===== src/design/usr_regs.vh =====
// Register map, field positions, reset values and timing counts
`ifndef USR_REGS_VH
`define USR_REGS_VH
// ----------------------------------------
// Register byte offsets
// ----------------------------------------
`define USR_A_RXCS  8'h00
`define USR_A_RXBUF 8'h04
`define USR_A_TXCS  8'h08
`define USR_A_TXBUF 8'h0c
`define USR_A_BAUD  8'h10
`define USR_A_FLAG  8'h14
`define USR_A_IEN   8'h18
// ----------------------------------------
// Receive control and status fields
// ----------------------------------------
`define USR_B_PORT_ENABLE  7
`define USR_B_RX9   6
`define USR_B_SINGLE_RECEIVE_ENABLE  5
`define USR_B_CONTINUOUS_RECEIVE_ENABLE  4
`define USR_B_ADDRESS_DETECT_ENABLE 3
`define USR_B_FRAMING_ERROR_FLAG  2
`define USR_B_OVERRUN_ERROR_FLAG  1
`define USR_B_RECEIVED_NINTH_BIT  0
// ----------------------------------------
// Transmit control and status fields
// ----------------------------------------
`define USR_B_CLOCK_SOURCE_MASTER_SELECT  7
`define USR_B_TX9   6
`define USR_B_TRANSMIT_ENABLE  5
`define USR_B_SYNC  4
`define USR_B_HIGH_SPEED_BAUD_SELECT  2
`define USR_B_SHIFTER_EMPTY_STATUS  1
`define USR_B_TRANSMIT_NINTH_BIT  0
// ----------------------------------------
// Flag and enable register fields
// ----------------------------------------
`define USR_B_RCF   5
`define USR_B_TXF   4
// ----------------------------------------
// Reset values
// ----------------------------------------
`define USR_RXCS_RST 8'h00
`define USR_TXCS_RST 8'h02
`define USR_BYTE_RST 8'h00
// ----------------------------------------
// Timing counts
// ----------------------------------------
`define USR_OVS_MID  4'h7
`define USR_OVS_LAST 4'hf
`define USR_PRE_LAST 2'h3
`define USR_PH_LAST  2'h3
`define USR_LAST9    4'h8
`define USR_LAST8    4'h7
`endif


===== src/design/usr_top.v =====
// Serial port: async receiver with address detect, sync master transmitter
`timescale 1ns/1ns
`default_nettype none
`include "usr_regs.vh"

module usr_top #(
  parameter ADDR_W = 8
) (
  // Clock and reset
  input  wire              MCLK,
  input  wire              RESETN,
  // APB slave
  input  wire              PSEL,
  input  wire              PENABLE,
  input  wire              PWRITE,
  input  wire [ADDR_W-1:0] PADDR,
  input  wire [31:0]       PWDATA,
  output wire [31:0]       PRDATA,
  output wire              PREADY,
  output wire              PSLVERR,
  // Serial data line
  input  wire              SERIAL_DATA_IN,
  output wire              SERIAL_DATA_OUT,
  output wire              SERIAL_DATA_OE_N,
  // Shift timing line
  output wire              SHIFT_TIMING_OUT,
  output wire              SHIFT_TIMING_OE_N,
  // Interrupt requests
  output wire              RX_IRQ,
  output wire              TX_IRQ
);

  // ----------------------------------------
  // Local constants
  // ----------------------------------------
  localparam [1:0] RX_IDLE = 2'b00;
  localparam [1:0] RX_STRT = 2'b01;
  localparam [1:0] RX_DATA = 2'b10;
  localparam [1:0] RX_STOP = 2'b11;

  // ----------------------------------------
  // Functions
  // ----------------------------------------
  function hit;
    input [ADDR_W-1:0] a;
    input [7:0]        o;
    begin
      hit = (a == o[ADDR_W-1:0]);
    end
  endfunction

  function [3:0] last_bit;
    input nine;
    begin
      last_bit = nine ? `USR_LAST9 : `USR_LAST8;
    end
  endfunction

  // ----------------------------------------
  // Declarations
  // ----------------------------------------
  reg         port_enable_r;
  reg         nine_bit_receive_select_r;
  reg         single_receive_enable_r;
  reg         continuous_receive_enable_r;
  reg         address_detect_enable_r;
  reg         framing_error_flag_r;
  reg         overrun_error_flag_r;
  reg         received_ninth_bit_r;
  reg         clock_source_master_select_r;
  reg         nine_bit_transmit_select_r;
  reg         transmit_enable_r;
  reg         sync_mode_r;
  reg         high_speed_baud_select_r;
  reg         transmit_ninth_bit_r;
  reg  [7:0]  baud_divisor_r;
  reg  [7:0]  receive_data_buffer_r;
  reg  [7:0]  transmit_data_buffer_r;
  reg         tx_buf_ninth_r;
  reg         tx_full_r;
  reg         tx_full_nxt;
  reg         receive_complete_flag_r;
  reg         receive_interrupt_enable_r;
  reg         transmit_interrupt_enable_r;
  reg  [31:0] prdata_r;
  reg  [7:0]  rd_mux;
  reg  [7:0]  brg_cnt_r;
  reg  [1:0]  pre_r;
  reg         rx_meta_r;
  reg         rx_sync_r;
  reg  [1:0]  rx_st_r;
  reg  [3:0]  rx_sub_r;
  reg  [3:0]  rx_bit_r;
  reg  [8:0]  rx_sh_r;
  reg  [8:0]  tsr_r;
  reg         tx_busy_r;
  reg  [1:0]  tx_ph_r;
  reg  [3:0]  tx_bit_r;
  reg         ck_r;
  wire        acc;
  wire        wr;
  wire        rd;
  wire        mapped;
  wire        brg_tk;
  wire        s16_tk;
  wire        rx_on;
  wire        rx_done;
  wire [7:0]  rx_word;
  wire        rx_ninth;
  wire        rx_keep;
  wire        tx_on;
  wire        tx_load;
  wire        tx_last;

  // ----------------------------------------
  // APB slave
  // ----------------------------------------
  assign acc     = PSEL & PENABLE;
  assign wr      = acc & PWRITE;
  assign rd      = acc & ~PWRITE;
  assign mapped  = hit(PADDR, `USR_A_RXCS) | hit(PADDR, `USR_A_RXBUF) |
                   hit(PADDR, `USR_A_TXCS) | hit(PADDR, `USR_A_TXBUF) |
                   hit(PADDR, `USR_A_BAUD) | hit(PADDR, `USR_A_FLAG) |
                   hit(PADDR, `USR_A_IEN);
  assign PREADY  = 1'b1;
  assign PSLVERR = acc & ~mapped;
  assign PRDATA  = prdata_r;

  always @* begin
    rd_mux = 8'h00;
    if (hit(PADDR, `USR_A_RXCS)) begin
      rd_mux = {port_enable_r, nine_bit_receive_select_r,
                single_receive_enable_r, continuous_receive_enable_r,
                address_detect_enable_r, framing_error_flag_r,
                overrun_error_flag_r, received_ninth_bit_r};
    end else if (hit(PADDR, `USR_A_RXBUF)) begin
      rd_mux = receive_data_buffer_r;
    end else if (hit(PADDR, `USR_A_TXCS)) begin
      rd_mux = {clock_source_master_select_r, nine_bit_transmit_select_r,
                transmit_enable_r, sync_mode_r, 1'b0,
                high_speed_baud_select_r, ~tx_busy_r,
                transmit_ninth_bit_r};
    end else if (hit(PADDR, `USR_A_TXBUF)) begin
      rd_mux = transmit_data_buffer_r;
    end else if (hit(PADDR, `USR_A_BAUD)) begin
      rd_mux = baud_divisor_r;
    end else if (hit(PADDR, `USR_A_FLAG)) begin
      rd_mux[`USR_B_RCF] = receive_complete_flag_r;
      rd_mux[`USR_B_TXF] = ~tx_full_r;
    end else if (hit(PADDR, `USR_A_IEN)) begin
      rd_mux[`USR_B_RCF] = receive_interrupt_enable_r;
      rd_mux[`USR_B_TXF] = transmit_interrupt_enable_r;
    end
  end

  always @(posedge MCLK or negedge RESETN) begin
    if (!RESETN) begin
      prdata_r <= 32'h0000_0000;
    end else if (PSEL & ~PENABLE & ~PWRITE) begin
      prdata_r <= {24'h00_0000, rd_mux};
    end
  end

  // ----------------------------------------
  // Control registers
  // ----------------------------------------
  always @(posedge MCLK or negedge RESETN) begin
    if (!RESETN) begin
      port_enable_r                <= 1'b0;
      nine_bit_receive_select_r    <= 1'b0;
      single_receive_enable_r      <= 1'b0;
      continuous_receive_enable_r  <= 1'b0;
      address_detect_enable_r      <= 1'b0;
      clock_source_master_select_r <= 1'b0;
      nine_bit_transmit_select_r   <= 1'b0;
      transmit_enable_r            <= 1'b0;
      sync_mode_r                  <= 1'b0;
      high_speed_baud_select_r     <= 1'b0;
      transmit_ninth_bit_r         <= 1'b0;
      baud_divisor_r               <= `USR_BYTE_RST;
      receive_interrupt_enable_r   <= 1'b0;
      transmit_interrupt_enable_r  <= 1'b0;
    end else if (wr) begin
      if (hit(PADDR, `USR_A_RXCS)) begin
        port_enable_r               <= PWDATA[`USR_B_PORT_ENABLE];
        nine_bit_receive_select_r   <= PWDATA[`USR_B_RX9];
        single_receive_enable_r     <= PWDATA[`USR_B_SINGLE_RECEIVE_ENABLE];
        continuous_receive_enable_r <= PWDATA[`USR_B_CONTINUOUS_RECEIVE_ENABLE];
        address_detect_enable_r     <= PWDATA[`USR_B_ADDRESS_DETECT_ENABLE];
      end
      if (hit(PADDR, `USR_A_TXCS)) begin
        clock_source_master_select_r <= PWDATA[`USR_B_CLOCK_SOURCE_MASTER_SELECT];
        nine_bit_transmit_select_r   <= PWDATA[`USR_B_TX9];
        transmit_enable_r            <= PWDATA[`USR_B_TRANSMIT_ENABLE];
        sync_mode_r                  <= PWDATA[`USR_B_SYNC];
        high_speed_baud_select_r     <= PWDATA[`USR_B_HIGH_SPEED_BAUD_SELECT];
        transmit_ninth_bit_r         <= PWDATA[`USR_B_TRANSMIT_NINTH_BIT];
      end
      if (hit(PADDR, `USR_A_BAUD)) begin
        baud_divisor_r <= PWDATA[7:0];
      end
      if (hit(PADDR, `USR_A_IEN)) begin
        receive_interrupt_enable_r  <= PWDATA[`USR_B_RCF];
        transmit_interrupt_enable_r <= PWDATA[`USR_B_TXF];
      end
    end
  end

  // ----------------------------------------
  // Baud generator
  // ----------------------------------------
  assign brg_tk = port_enable_r & (brg_cnt_r == 8'h00);
  assign s16_tk = high_speed_baud_select_r ? brg_tk :
                  (brg_tk & (pre_r == `USR_PRE_LAST));

  always @(posedge MCLK or negedge RESETN) begin
    if (!RESETN) begin
      brg_cnt_r <= 8'h00;
      pre_r     <= 2'h0;
    end else if (!port_enable_r) begin
      brg_cnt_r <= 8'h00;
      pre_r     <= 2'h0;
    end else if (brg_tk) begin
      brg_cnt_r <= baud_divisor_r;
      pre_r     <= pre_r + 2'h1;
    end else begin
      brg_cnt_r <= brg_cnt_r - 8'h01;
    end
  end

  // ----------------------------------------
  // Receive line synchroniser
  // ----------------------------------------
  always @(posedge MCLK or negedge RESETN) begin
    if (!RESETN) begin
      rx_meta_r <= 1'b1;
      rx_sync_r <= 1'b1;
    end else begin
      rx_meta_r <= SERIAL_DATA_IN;
      rx_sync_r <= rx_meta_r;
    end
  end

  // ----------------------------------------
  // Asynchronous receiver
  // ----------------------------------------
  assign rx_on = port_enable_r & ~sync_mode_r & continuous_receive_enable_r &
                 ~overrun_error_flag_r;

  always @(posedge MCLK or negedge RESETN) begin
    if (!RESETN) begin
      rx_st_r  <= RX_IDLE;
      rx_sub_r <= 4'h0;
      rx_bit_r <= 4'h0;
      rx_sh_r  <= 9'h000;
    end else if (!rx_on) begin
      rx_st_r  <= RX_IDLE;
      rx_sub_r <= 4'h0;
    end else if (s16_tk) begin
      case (rx_st_r)
        RX_IDLE: begin
          rx_sub_r <= 4'h0;
          if (!rx_sync_r) begin
            rx_st_r <= RX_STRT;
          end
        end
        RX_STRT: begin
          if (rx_sub_r == `USR_OVS_MID) begin
            rx_sub_r <= 4'h0;
            rx_bit_r <= 4'h0;
            rx_st_r  <= rx_sync_r ? RX_IDLE : RX_DATA;
          end else begin
            rx_sub_r <= rx_sub_r + 4'h1;
          end
        end
        RX_DATA: begin
          rx_sub_r <= rx_sub_r + 4'h1;
          if (rx_sub_r == `USR_OVS_LAST) begin
            rx_sh_r <= {rx_sync_r, rx_sh_r[8:1]};
            if (rx_bit_r == last_bit(nine_bit_receive_select_r)) begin
              rx_st_r <= RX_STOP;
            end else begin
              rx_bit_r <= rx_bit_r + 4'h1;
            end
          end
        end
        RX_STOP: begin
          rx_sub_r <= rx_sub_r + 4'h1;
          if (rx_sub_r == `USR_OVS_LAST) begin
            rx_st_r <= RX_IDLE;
          end
        end
        default: begin
          rx_st_r <= RX_IDLE;
        end
      endcase
    end
  end

  assign rx_done  = rx_on & s16_tk & (rx_st_r == RX_STOP) &
                    (rx_sub_r == `USR_OVS_LAST);
  assign rx_word  = nine_bit_receive_select_r ? rx_sh_r[7:0] : rx_sh_r[8:1];
  assign rx_ninth = nine_bit_receive_select_r & rx_sh_r[8];
  assign rx_keep  = ~(address_detect_enable_r & nine_bit_receive_select_r &
                      ~rx_ninth);

  // ----------------------------------------
  // Receive buffer and status
  // ----------------------------------------
  always @(posedge MCLK or negedge RESETN) begin
    if (!RESETN) begin
      receive_data_buffer_r   <= `USR_BYTE_RST;
      received_ninth_bit_r    <= 1'b0;
      framing_error_flag_r    <= 1'b0;
      overrun_error_flag_r    <= 1'b0;
      receive_complete_flag_r <= 1'b0;
    end else begin
      if (rd & hit(PADDR, `USR_A_RXBUF)) begin
        receive_complete_flag_r <= 1'b0;
      end
      if (!continuous_receive_enable_r) begin
        framing_error_flag_r <= 1'b0;
        overrun_error_flag_r <= 1'b0;
      end else if (rx_done & rx_keep) begin
        if (receive_complete_flag_r & ~(rd & hit(PADDR, `USR_A_RXBUF))) begin
          overrun_error_flag_r <= 1'b1;
        end else begin
          receive_data_buffer_r   <= rx_word;
          received_ninth_bit_r    <= rx_ninth;
          framing_error_flag_r    <= ~rx_sync_r;
          receive_complete_flag_r <= 1'b1;
        end
      end
    end
  end

  // ----------------------------------------
  // Transmit buffer
  // ----------------------------------------
  assign tx_on   = port_enable_r & sync_mode_r & clock_source_master_select_r &
                   transmit_enable_r & ~continuous_receive_enable_r &
                   ~single_receive_enable_r;
  assign tx_load = tx_on & ~tx_busy_r & tx_full_r;

  always @* begin
    tx_full_nxt = tx_full_r;
    if (tx_load) begin
      tx_full_nxt = 1'b0;
    end
    if (wr & hit(PADDR, `USR_A_TXBUF)) begin
      tx_full_nxt = 1'b1;
    end
  end

  always @(posedge MCLK or negedge RESETN) begin
    if (!RESETN) begin
      transmit_data_buffer_r <= `USR_BYTE_RST;
      tx_buf_ninth_r         <= 1'b0;
      tx_full_r              <= 1'b0;
    end else begin
      tx_full_r <= tx_full_nxt;
      if (wr & hit(PADDR, `USR_A_TXBUF)) begin
        transmit_data_buffer_r <= PWDATA[7:0];
        tx_buf_ninth_r         <= transmit_ninth_bit_r;
      end
    end
  end

  // ----------------------------------------
  // Synchronous master shifter
  // ----------------------------------------
  assign tx_last = (tx_bit_r == last_bit(nine_bit_transmit_select_r));

  always @(posedge MCLK or negedge RESETN) begin
    if (!RESETN) begin
      tsr_r     <= 9'h000;
      tx_busy_r <= 1'b0;
      tx_ph_r   <= 2'h0;
      tx_bit_r  <= 4'h0;
      ck_r      <= 1'b0;
    end else if (!tx_on) begin
      tx_busy_r <= 1'b0;
      tx_ph_r   <= 2'h0;
      ck_r      <= 1'b0;
    end else if (tx_load) begin
      tsr_r     <= {tx_buf_ninth_r, transmit_data_buffer_r};
      tx_busy_r <= 1'b1;
      tx_ph_r   <= 2'h0;
      tx_bit_r  <= 4'h0;
      ck_r      <= 1'b0;
    end else if (tx_busy_r & brg_tk) begin
      tx_ph_r <= tx_ph_r + 2'h1;
      ck_r    <= (tx_ph_r == 2'h1) | (tx_ph_r == 2'h2);
      if (tx_ph_r == `USR_PH_LAST) begin
        tsr_r <= {1'b0, tsr_r[8:1]};
        if (tx_last) begin
          tx_busy_r <= 1'b0;
        end else begin
          tx_bit_r <= tx_bit_r + 4'h1;
        end
      end
    end
  end

  // ----------------------------------------
  // Pins and requests
  // ----------------------------------------
  assign SERIAL_DATA_OUT   = tsr_r[0];
  assign SERIAL_DATA_OE_N  = ~(tx_on & tx_busy_r);
  assign SHIFT_TIMING_OUT  = ck_r;
  assign SHIFT_TIMING_OE_N = ~(port_enable_r & sync_mode_r &
                               clock_source_master_select_r);
  assign RX_IRQ = receive_complete_flag_r & receive_interrupt_enable_r;
  assign TX_IRQ = ~tx_full_r & transmit_interrupt_enable_r;

endmodule // usr_top
`default_nettype wire


===== config.mk =====
export PLATFORM = sky130hd
export DESIGN_NAME = usr_top
export DESIGN_NICKNAME = d
export VERILOG_FILES = /design/src/design/usr_top.v
export VERILOG_INCLUDE_DIRS = /design/src /design/src/design
export SDC_FILE = /design/constraint.sdc
export NUM_CORES = 1
export LEC_CHECK = 0
export BUFFER_PORTS_ARGS = -buffer_cell sky130_fd_sc_hd__buf_2
export CORE_UTILIZATION = 55
export CTS_BUF_LIST = sky130_fd_sc_hd__clkbuf_4
export DETAILED_ROUTE_END_ITERATION = 16
export PLACE_DENSITY = 0.8
export SYNTH_ARGS = -nofsm -noshare
export SYNTH_HDL_FRONTEND = slang
export SYNTH_SLANG_ARGS = --single-unit
export TNS_END_PERCENT = 30

===== constraint.sdc =====
create_clock -name MCLK -period 2.8 [get_ports MCLK]
set_input_delay 0.56 -clock MCLK [delete_from_list [all_inputs] [get_ports MCLK]]
set_output_delay 0.56 -clock MCLK [all_outputs]
set_load 0.005 [all_outputs]

[After elaboration in Yosys (flattened, before gate mapping)]
Index checks and enable logic that the tools add are counted.
Word-level totals
  logic and storage cells: 216
  output and inout bits: 40
  input bits: 46
  flip-flop bits (word level): 99
Cells by class
  equal/unequal tests: 34
  add/subtract/negate cells: 6
  bitwise logic cells: 55
  mux-type cells: 64
  reduce and logical (&&, ||, !) cells: 21
Operators by type and width (count)
  2-to-1 mux 8 bit: 7
  2-to-1 mux 4 bit: 13
  2-to-1 mux 2 bit: 17
  AND 1 bit: 32
  2-to-1 mux 9 bit: 3
  equality test 8 x 5 -> 1 bit, second input constant: 3
  2-to-1 mux 1 bit: 21
  equality test 8 x 4 -> 1 bit, second input constant: 2
  logical NOT 8 bit: 2
  inverter 1 bit: 16
  != test 3 bit, second input constant: 5
  adder 4 x 1 -> 4 bit, second input constant: 3
  != test 2 bit, second input constant: 6
  case mux 4 bit (3 select lines): 1
  AND reduction 2 bit: 6
  AND reduction 6 bit: 2
  equality test 2 bit, second input constant: 5
  != test 3 x 1 -> 1 bit, second input constant: 3
  AND reduction 3 bit: 3
  equality test 4 bit: 2
  equality test 8 x 3 -> 1 bit, second input constant: 1
  case mux 2 bit (4 select lines): 1
  case mux 4 bit (2 select lines): 1
  AND reduction 4 bit: 2
  other kinds (10): 23

[Depth between registers and ports, before layout]
Gate-level depths: netlist of run 1.
  word-level depth: 10
  depth in mapped cells: 8
  depth with buffers taken out: 7

[Worst setup path after synthesis of run 1]
Ideal clock, no wire load.
  kind: in2reg
  start point: in PADDR[1]
  end point: reg receive_data_buffer_r[0]
  path buffers: 0
  setup time: 0.125 ns
  cell stages on the path: 5
  arrival: 1.916 ns
  data required time: 2.675 ns
  slack: 0.760 ns
  path through: nor3_1 nand2_1 o41ai_2 nand4_4 mux2_2
Between the ends
  word-level cells in the longest chain between the ends: 6
RTL lines
  start, declared: RTL line usr_top.v:16  | input wire [ADDR_W-1:0] PADDR,
  equality test 8 x 3 -> 1 bit: RTL line usr_top.v:48  | hit = (a == o[ADDR_W-1:0]);
  AND 1 bit: RTL line usr_top.v:325  | if (receive_complete_flag_r & ~(rd & hit(PADDR, `USR_A_RXBUF))) begin
  inverter 1 bit: RTL line usr_top.v:325
  AND 1 bit: RTL line usr_top.v:325
  inverter 1 bit (no line)
  AND reduction 3 bit (no line)
  end signal, assigned: RTL line usr_top.v:312  | receive_data_buffer_r <= `USR_BYTE_RST;
  end signal, assigned: RTL line usr_top.v:328  | receive_data_buffer_r <= rx_word;
  end, declared: RTL line usr_top.v:77  | reg [7:0] receive_data_buffer_r;
Every way passes these cells.
A chain may end at the register's enable or synchronous reset.

[Worst setup path after layout of run 1]
  start point: reg continuous_receive_enable_r
  end point: out SERIAL_DATA_OE_N
Between the ends
  word-level cells in the longest chain between the ends: 5
RTL lines
  start, declared: RTL line usr_top.v:65  | reg continuous_receive_enable_r;
  start signal, assigned: RTL line usr_top.v:188  | continuous_receive_enable_r <= PWDATA[`USR_B_CONTINUOUS_RECEIVE_ENABLE];
  inverter 1 bit: RTL line usr_top.v:341  | transmit_enable_r & ~continuous_receive_enable_r &
  AND 1 bit (2 in a row): RTL line usr_top.v:341
  AND 1 bit: RTL line usr_top.v:409  | assign SERIAL_DATA_OE_N = ~(tx_on & tx_busy_r);
  inverter 1 bit: RTL line usr_top.v:409
  end, declared: RTL line usr_top.v:24  | output wire SERIAL_DATA_OE_N,
Every way passes these cells.

==> impl_metrics.env, run 1 <==
export IMPL_status="finished, final reports clean"
export IMPL_post_place_ws_ns=0.3504
export IMPL_netlist_top_cells_count="dfrtp_1 (96), mux2_2 (57), nand2_1 (43), nor2_1 (33), o21ai_0 (29)"
export IMPL_io_buffers=36
export IMPL_post_cts_buffers=0
export IMPL_grt_overflow_total=0
export IMPL_worstPathMaxFanout=6
export IMPL_ys_seq_elements=98
export IMPL_setup_viol=0
export IMPL_power_density_mw_per_mm2=415.7
export IMPL_slew_viol_final=0
export IMPL_postCtsHoldBufs=0
export IMPL_cts_tree="done"
export IMPL_async_reset_ff_frac=1.000
export IMPL_period_needed_ns=2.457
export IMPL_grt_pass1_vias=3636
export IMPL_numCtsBuffers=9
export IMPL_critPathCaptureType="output pin"
export IMPL_ys_types=59
export IMPL_clkTransAtPathRegs_ns=0.16
export IMPL_dieHeight_um=99.04
export IMPL_layout_nets=580
export IMPL_drc=0
export IMPL_io_pins=86
export IMPL_grt_max_degree=59
export IMPL_path_cells="nor3b_1, nand3_1, buf_2"
export IMPL_place_inst=627
export IMPL_r2r_end="receive_data_buffer_r[3]"
export IMPL_seq_area_frac_synth=0.4740
export IMPL_syn_to_final_growth_pct=6.934
export IMPL_gp_congestion=0.9030
export IMPL_yosysMostFrequentCell="dfrtp_1"
export IMPL_dp_hpwl_mm=8.227
export IMPL_yosys_area_top_type="dfrtp_1"
export IMPL_synth_area_top_cells="dfrtp_1 (46%), mux2_2 (12%), buf_4 (3.8%)"
export IMPL_clock_fmax_mhz=407.0
export IMPL_cts_resized=0
export IMPL_hold_viol_final=0
export IMPL_worstMarginPinSlew_ns=0.5688
export IMPL_drive_gt1_frac=0.2462
export IMPL_clock_skew_ns=0.02233
export IMPL_clockRootBuffer="clkbuf_4"
export IMPL_num_antenna_cells=0
export IMPL_cp_slowest_cell="dfrtp_1"
export IMPL_drt_vias_per_instance=5.907
export IMPL_min_period_over_period=0.8774
export IMPL_leakagePower_nw=2.727
export IMPL_cts_htree_levels=3
export IMPL_fin_setup_tns_ns=0
export IMPL_syn_inst=492
export IMPL_drtAntennaViolNets=0
export IMPL_initial_core_util=0.5631
export IMPL_min_delay_path_class="in -> async"
export IMPL_clkLatencyLatePin_ns=0.48
export IMPL_drt_iter0_drc=238
export IMPL_ir_worst_vdd_v=0.0002837
export IMPL_cts_max_path_buffers=2
export IMPL_arrival_ns=1.90
export IMPL_max_cap_violations=0
export IMPL_yosys_warnings=0
export IMPL_required_ns=2.24
export IMPL_grt_pass1_wl_mm=18.33
export IMPL_synth_edf_count=0
export IMPL_crit_type="reg -> out"
export IMPL_wl_mm=11.08
export IMPL_r2r_cells=7
export IMPL_critPathMaxStageDelay_ns=0.48
export IMPL_gr_usage_all_layers=0.2439
export IMPL_syn_avg_cell_area_um2=10.53
export IMPL_reg2reg_slack_ns=0.47
export IMPL_syn_area_mm2=0.005179
export IMPL_finalWorstSetupSlack_ns=0.3432
export IMPL_antenna_found_initial=0
export IMPL_rsz0062_at_grt="false"
export IMPL_synth_top_area_frac=0.4639
export IMPL_coreArea_mm2=0.009196
export IMPL_routedWlPerCell_um=17.23
export IMPL_max_slew_margin=0.6208
export IMPL_num_rows=35
export IMPL_fp_dieW_um=99.04
export IMPL_vias=3798
export IMPL_clock_sinks=98
export IMPL_dr_pass1_iters=5
export IMPL_fillers=750
export IMPL_postLayoutCoreUtil=0.6022
export IMPL_final_cells=643
export IMPL_reg2reg_from="brg_cnt_r[0]"
export IMPL_dieArea_mm2=0.009808
export IMPL_yosys_most_used_dff="dfrtp_1"
export IMPL_cp_start_kind="flip-flop"
[routing by layer]
metal,global-route usage,up-vias,part of all wire
met5,0,-,0
met4,0.09759,0,0.029
met3,0.05674,25,0.052
met2,0.4169,136,0.49
met1,0.2986,1845,0.43
li1,-,1792,-
[power by group]
group	leakage (nW)	switching (W)	internal, W
sequential	1.34	0.0000126	0.00143
combinational	1.32	0.0000912	0.0000438
clock	0.0714	0.000509	0.000213
[metrics by stage]
stage	power (W)	instance area [µm²]	hold WS, ns
final	0.002302	5538	0.04991
after global routing	0.002394	5538	0.03556
after CTS	0.002326	5538	0.04652
after detailed placement	0.001607	5406	0.3491
after global placement	0.001603	5406	0.3453
after floorplan	0.001549	5265	0.2644
[state kept, by name, summed over array words and instances, names as in the netlist, 8 cells and up]
register / cells
transmit_data_buffer_r: 8
tsr_r: 9
PRDATA: 8
baud_divisor_r: 8
receive_data_buffer_r: 8
rx_sh_r: 9
brg_cnt_r: 8
[layout make-up]
| class | count | area [µm²] | share of cell area |
|---|---|---|---|
| multi-input combinational | 361 | 2505 | 0.4523 |
| sequential | 98 | 2455 | 0.4433 |
| timing repair buffer | 45 | 262.8 | 0.04745 |
| tap | 111 | 138.9 | 0.02508 |
| clock buffer | 10 | 75.07 | 0.01356 |
| clock inverter | 6 | 56.30 | 0.01017 |
| inverter | 12 | 45.04 | 0.008134 |
[critical path: cells and delay by family, from the launching register on]
family | cells | cell delay (ns)
buffers and inverters | 1 | 0.21
flip-flops | 1 | 0.48
AND/OR/NAND/NOR | 2 | 0.73
[worst max-delay path by stage]
stage / from / to / slack, ns / cells past startpoint
after floorplan: PADDR[1] / receive_data_buffer_r[0] / 0.76 / 5
after global placement: PADDR[3] / receive_data_buffer_r[3] / 0.41 / 6
after detailed placement: PADDR[3] / receive_data_buffer_r[3] / 0.35 / 6
after CTS: continuous_receive_enable_r / SERIAL_DATA_OE_N / 0.37 / 3
after global routing: continuous_receive_enable_r / SERIAL_DATA_OE_N / 0.18 / 3
final: continuous_receive_enable_r / SERIAL_DATA_OE_N / 0.34 / 3
[cells by family after synthesis]
| family | share of synthesized area |
|---|---|
| mux | 0.1491 |
| simple gates | 0.1604 |
| compound gates | 0.1247 |
| other cells | 0.001450 |
| buf+inv | 0.05992 |
| fa+ha+maj | 0.01691 |
| flops | 0.4740 |
| xor+xnor | 0.01353 |
[layout by cell type (no fill, tap or decap), types with 9 or more instances in the layout]
cell type / n
a21oi_1: 26
buf_2: 35
buf_4: 9
clkbuf_4: 10
conb_1: 25
dfrtp_1: 96
inv_1: 12
mux2_2: 57
mux2i_1: 13
nand2_1: 43
nand3_1: 10
nor2_1: 33
nor2b_1: 11
nor3_1: 11
o21ai_0: 29
Power figures use the tool's default switching activity.
==> run 2: changes to the inputs <==
--- a/config.mk
+++ b/config.mk
@@ -10,7 +10,7 @@
 export CORE_UTILIZATION = 55
 export CTS_BUF_LIST = sky130_fd_sc_hd__clkbuf_4
 export DETAILED_ROUTE_END_ITERATION = 16
-export PLACE_DENSITY = 0.8
+export PLACE_DENSITY = 0.81
 export SYNTH_ARGS = -nofsm -noshare
 export SYNTH_HDL_FRONTEND = slang
 export SYNTH_SLANG_ARGS = --single-unit
==> run 2 against run 1 <==
Net effect: clock power grew 11%; count of clock-buffer cells in the layout shrank 1; routed wire length up 0.41%; sequential cell count unchanged; worst hold slack improved by 0.071 ns; fmax rose by 0.75%; combinational power hardly changed; design area increased by 0.59%; sequential power hardly changed; power increased by 3.4%.
==> impl_metrics.env, run 2 (same netlist as run 1, synthesis figures left out) <==
export IMPL_status="finished, final reports clean"
export IMPL_cts_htree_levels=3
export IMPL_min_period_over_period=0.8709
export IMPL_dieHeight_um=99.04
export IMPL_setup_viol=0
export IMPL_clockRootBuffer="clkbuf_4"
export IMPL_grt_pass1_vias=3725
export IMPL_drc=0
export IMPL_hold_viol_final=0
export IMPL_critPathMaxStageDelay_ns=0.48
export IMPL_grt_max_degree=57
export IMPL_clkLatencyLatePin_ns=0.46
export IMPL_ir_worst_vdd_v=0.0003002
export IMPL_numCtsBuffers=9
export IMPL_clock_sinks=98
export IMPL_min_delay_path_class="in -> async"
export IMPL_cts_max_path_buffers=2
export IMPL_most_common_layout_cells="dfrtp_1 (96), mux2_2 (57), nand2_1 (43)"
export IMPL_fillers=764
export IMPL_drive_gt1_frac=0.2505
export IMPL_io_buffers=36
export IMPL_fin_setup_tns_ns=0
export IMPL_slew_viol_final=0
export IMPL_drtAntennaViolNets=0
export IMPL_rsz0062_at_grt="false"
export IMPL_power_density_mw_per_mm2=427.4
export IMPL_pwr_share_seq=0.607
export IMPL_required_ns=2.24
export IMPL_worstMarginPinSlew_ns=0.7129
export IMPL_dp_hpwl_mm=8.275
export IMPL_drt_iter0_drc=288
export IMPL_swShare=0.2573
export IMPL_clock_fmax_mhz=410.1
export IMPL_syn_to_final_growth_pct=7.562
export IMPL_critPathCaptureType="output pin"
export IMPL_cp_slowest_cell="dfrtp_1"
export IMPL_gr_usage_all_layers=0.2417
export IMPL_cts_tree="done"
export IMPL_worstPathMaxFanout=6
export IMPL_regArea_mm2=0.002455
export IMPL_final_common_cell="dfrtp_1"
export IMPL_path_cells="nor3b_1, nand3_1, buf_2"
export IMPL_reg_top3="rx_sh_r: 9 flops, tsr_r: 9 flops"
export IMPL_io_pins=86
export IMPL_p_int_w=0.001768
export IMPL_fp_dieW_um=99.04
export IMPL_postCtsHoldBufs=0
export IMPL_routedWlPerCell_um=17.22
export IMPL_crit_type="reg -> out"
export IMPL_drt_vias_per_instance=5.937
export IMPL_post_cts_buffers=0
export IMPL_max_cap_violations=0
export IMPL_pwr_share_clk=0.335
export IMPL_combPwrFrac=0.058
export IMPL_num_rows=35
export IMPL_initial_core_util=0.5631
export IMPL_grt_pass1_wl_mm=18.40
export IMPL_num_antenna_cells=0
export IMPL_grt_overflow_total=0
export IMPL_wl_mm=11.13
export IMPL_max_slew_margin=0.5247
export IMPL_dr_pass1_iters=5
export IMPL_coreArea_mm2=0.009196
export IMPL_gp_congestion=0.8826
export IMPL_hold_slack_ns=0.1205
export IMPL_vias=3835
export IMPL_layout_nets=583
export IMPL_clock_skew_ns=0.01760
export IMPL_arrival_ns=1.88
export IMPL_multiInputGateArea_mm2=0.002505
export IMPL_clkTransAtPathRegs_ns=0.16
export IMPL_cp_start_kind="flip-flop"
export IMPL_dieArea_mm2=0.009808
export IMPL_leakagePower_nw=2.746
export IMPL_antenna_found_initial=0
export IMPL_cts_resized=0
export IMPL_period_needed_ns=2.438
export IMPL_p_switching_w=0.0006126
[run 2: cell types whose count changed in the layout (fill, tap and decap cells not counted)]
cell and delta:
buf_12 -1, buf_4 +4, bufinv_16 +1, clkbuf_4 -1
clkinv_4 +1, inv_6 -1
[run 2: routing by layer]
layer	global-route usage	wire, µm	share of wire
met5	0	0	0
met4	0.08611	267	0.024
met3	0.04326	589	0.053
met2	0.4029	5365	0.48
met1	0.3176	4905	0.44
[run 2: layout make-up]
class | instances | area share
clock buffer | 9 | 0.01213
clock inverter | 7 | 0.01550
inverter | 12 | 0.008086
multi-input combinational | 361 | 0.4497
sequential | 98 | 0.4407
tap | 111 | 0.02493
timing repair buffer | 48 | 0.04897
[run 2: metrics by stage]
stage	worst slack [ns]	area, µm²	power [W]	std cells	utilization
final	0.3615	5570	0.002381	646	0.6057
after global routing	0.2670	5570	0.002475	646	0.6057
after CTS	0.3567	5570	0.002407	646	0.6057
after detailed placement	0.3260	5416	0.001609	630	0.5890
after global placement	0.4106	5416	0.001604	630	0.5890
after floorplan	0.7597	5265	0.001549	515	-
[run 2: final timing paths]
| check | to | start | cells after the start | slack [ns] |
|---|---|---|---|---|
| setup reg to reg | rx_sh_r[0] | brg_cnt_r[0] | 7 | 0.51 |
| min in group MCLK | rx_meta_r | SERIAL_DATA_IN | 1 | 0.18 |
| setup / recovery | SERIAL_DATA_OE_N | continuous_receive_enable_r | 3 | 0.36 |
| max in group asynchronous | transmit_interrupt_enable_r | RESETN | 3 | 1.84 |
| hold / removal | tsr_r[4] | RESETN | 1 | 0.12 |
| hold reg to reg | rx_sync_r | rx_meta_r | 0 | 0.36 |
[run 2: critical path: cells and delay by family (launching register included)]
| family | cells | cell delay [ns] |
|---|---|---|
| flops | 1 | 0.48 |
| buf+inv | 1 | 0.21 |
| simple gates | 2 | 0.73 |
[run 2: power groups by stage]
stage          clock network [W]  logic (W)  registers [W]
2_1_floorplan                  0  0.0000808        0.00147
3_3_place_gp                   0   0.000134        0.00147
3_5_place_dp                   0   0.000138        0.00147
4_1_cts                 0.000824   0.000138        0.00144
5_1_grt                 0.000872   0.000155        0.00145
6_report                0.000799   0.000137        0.00144
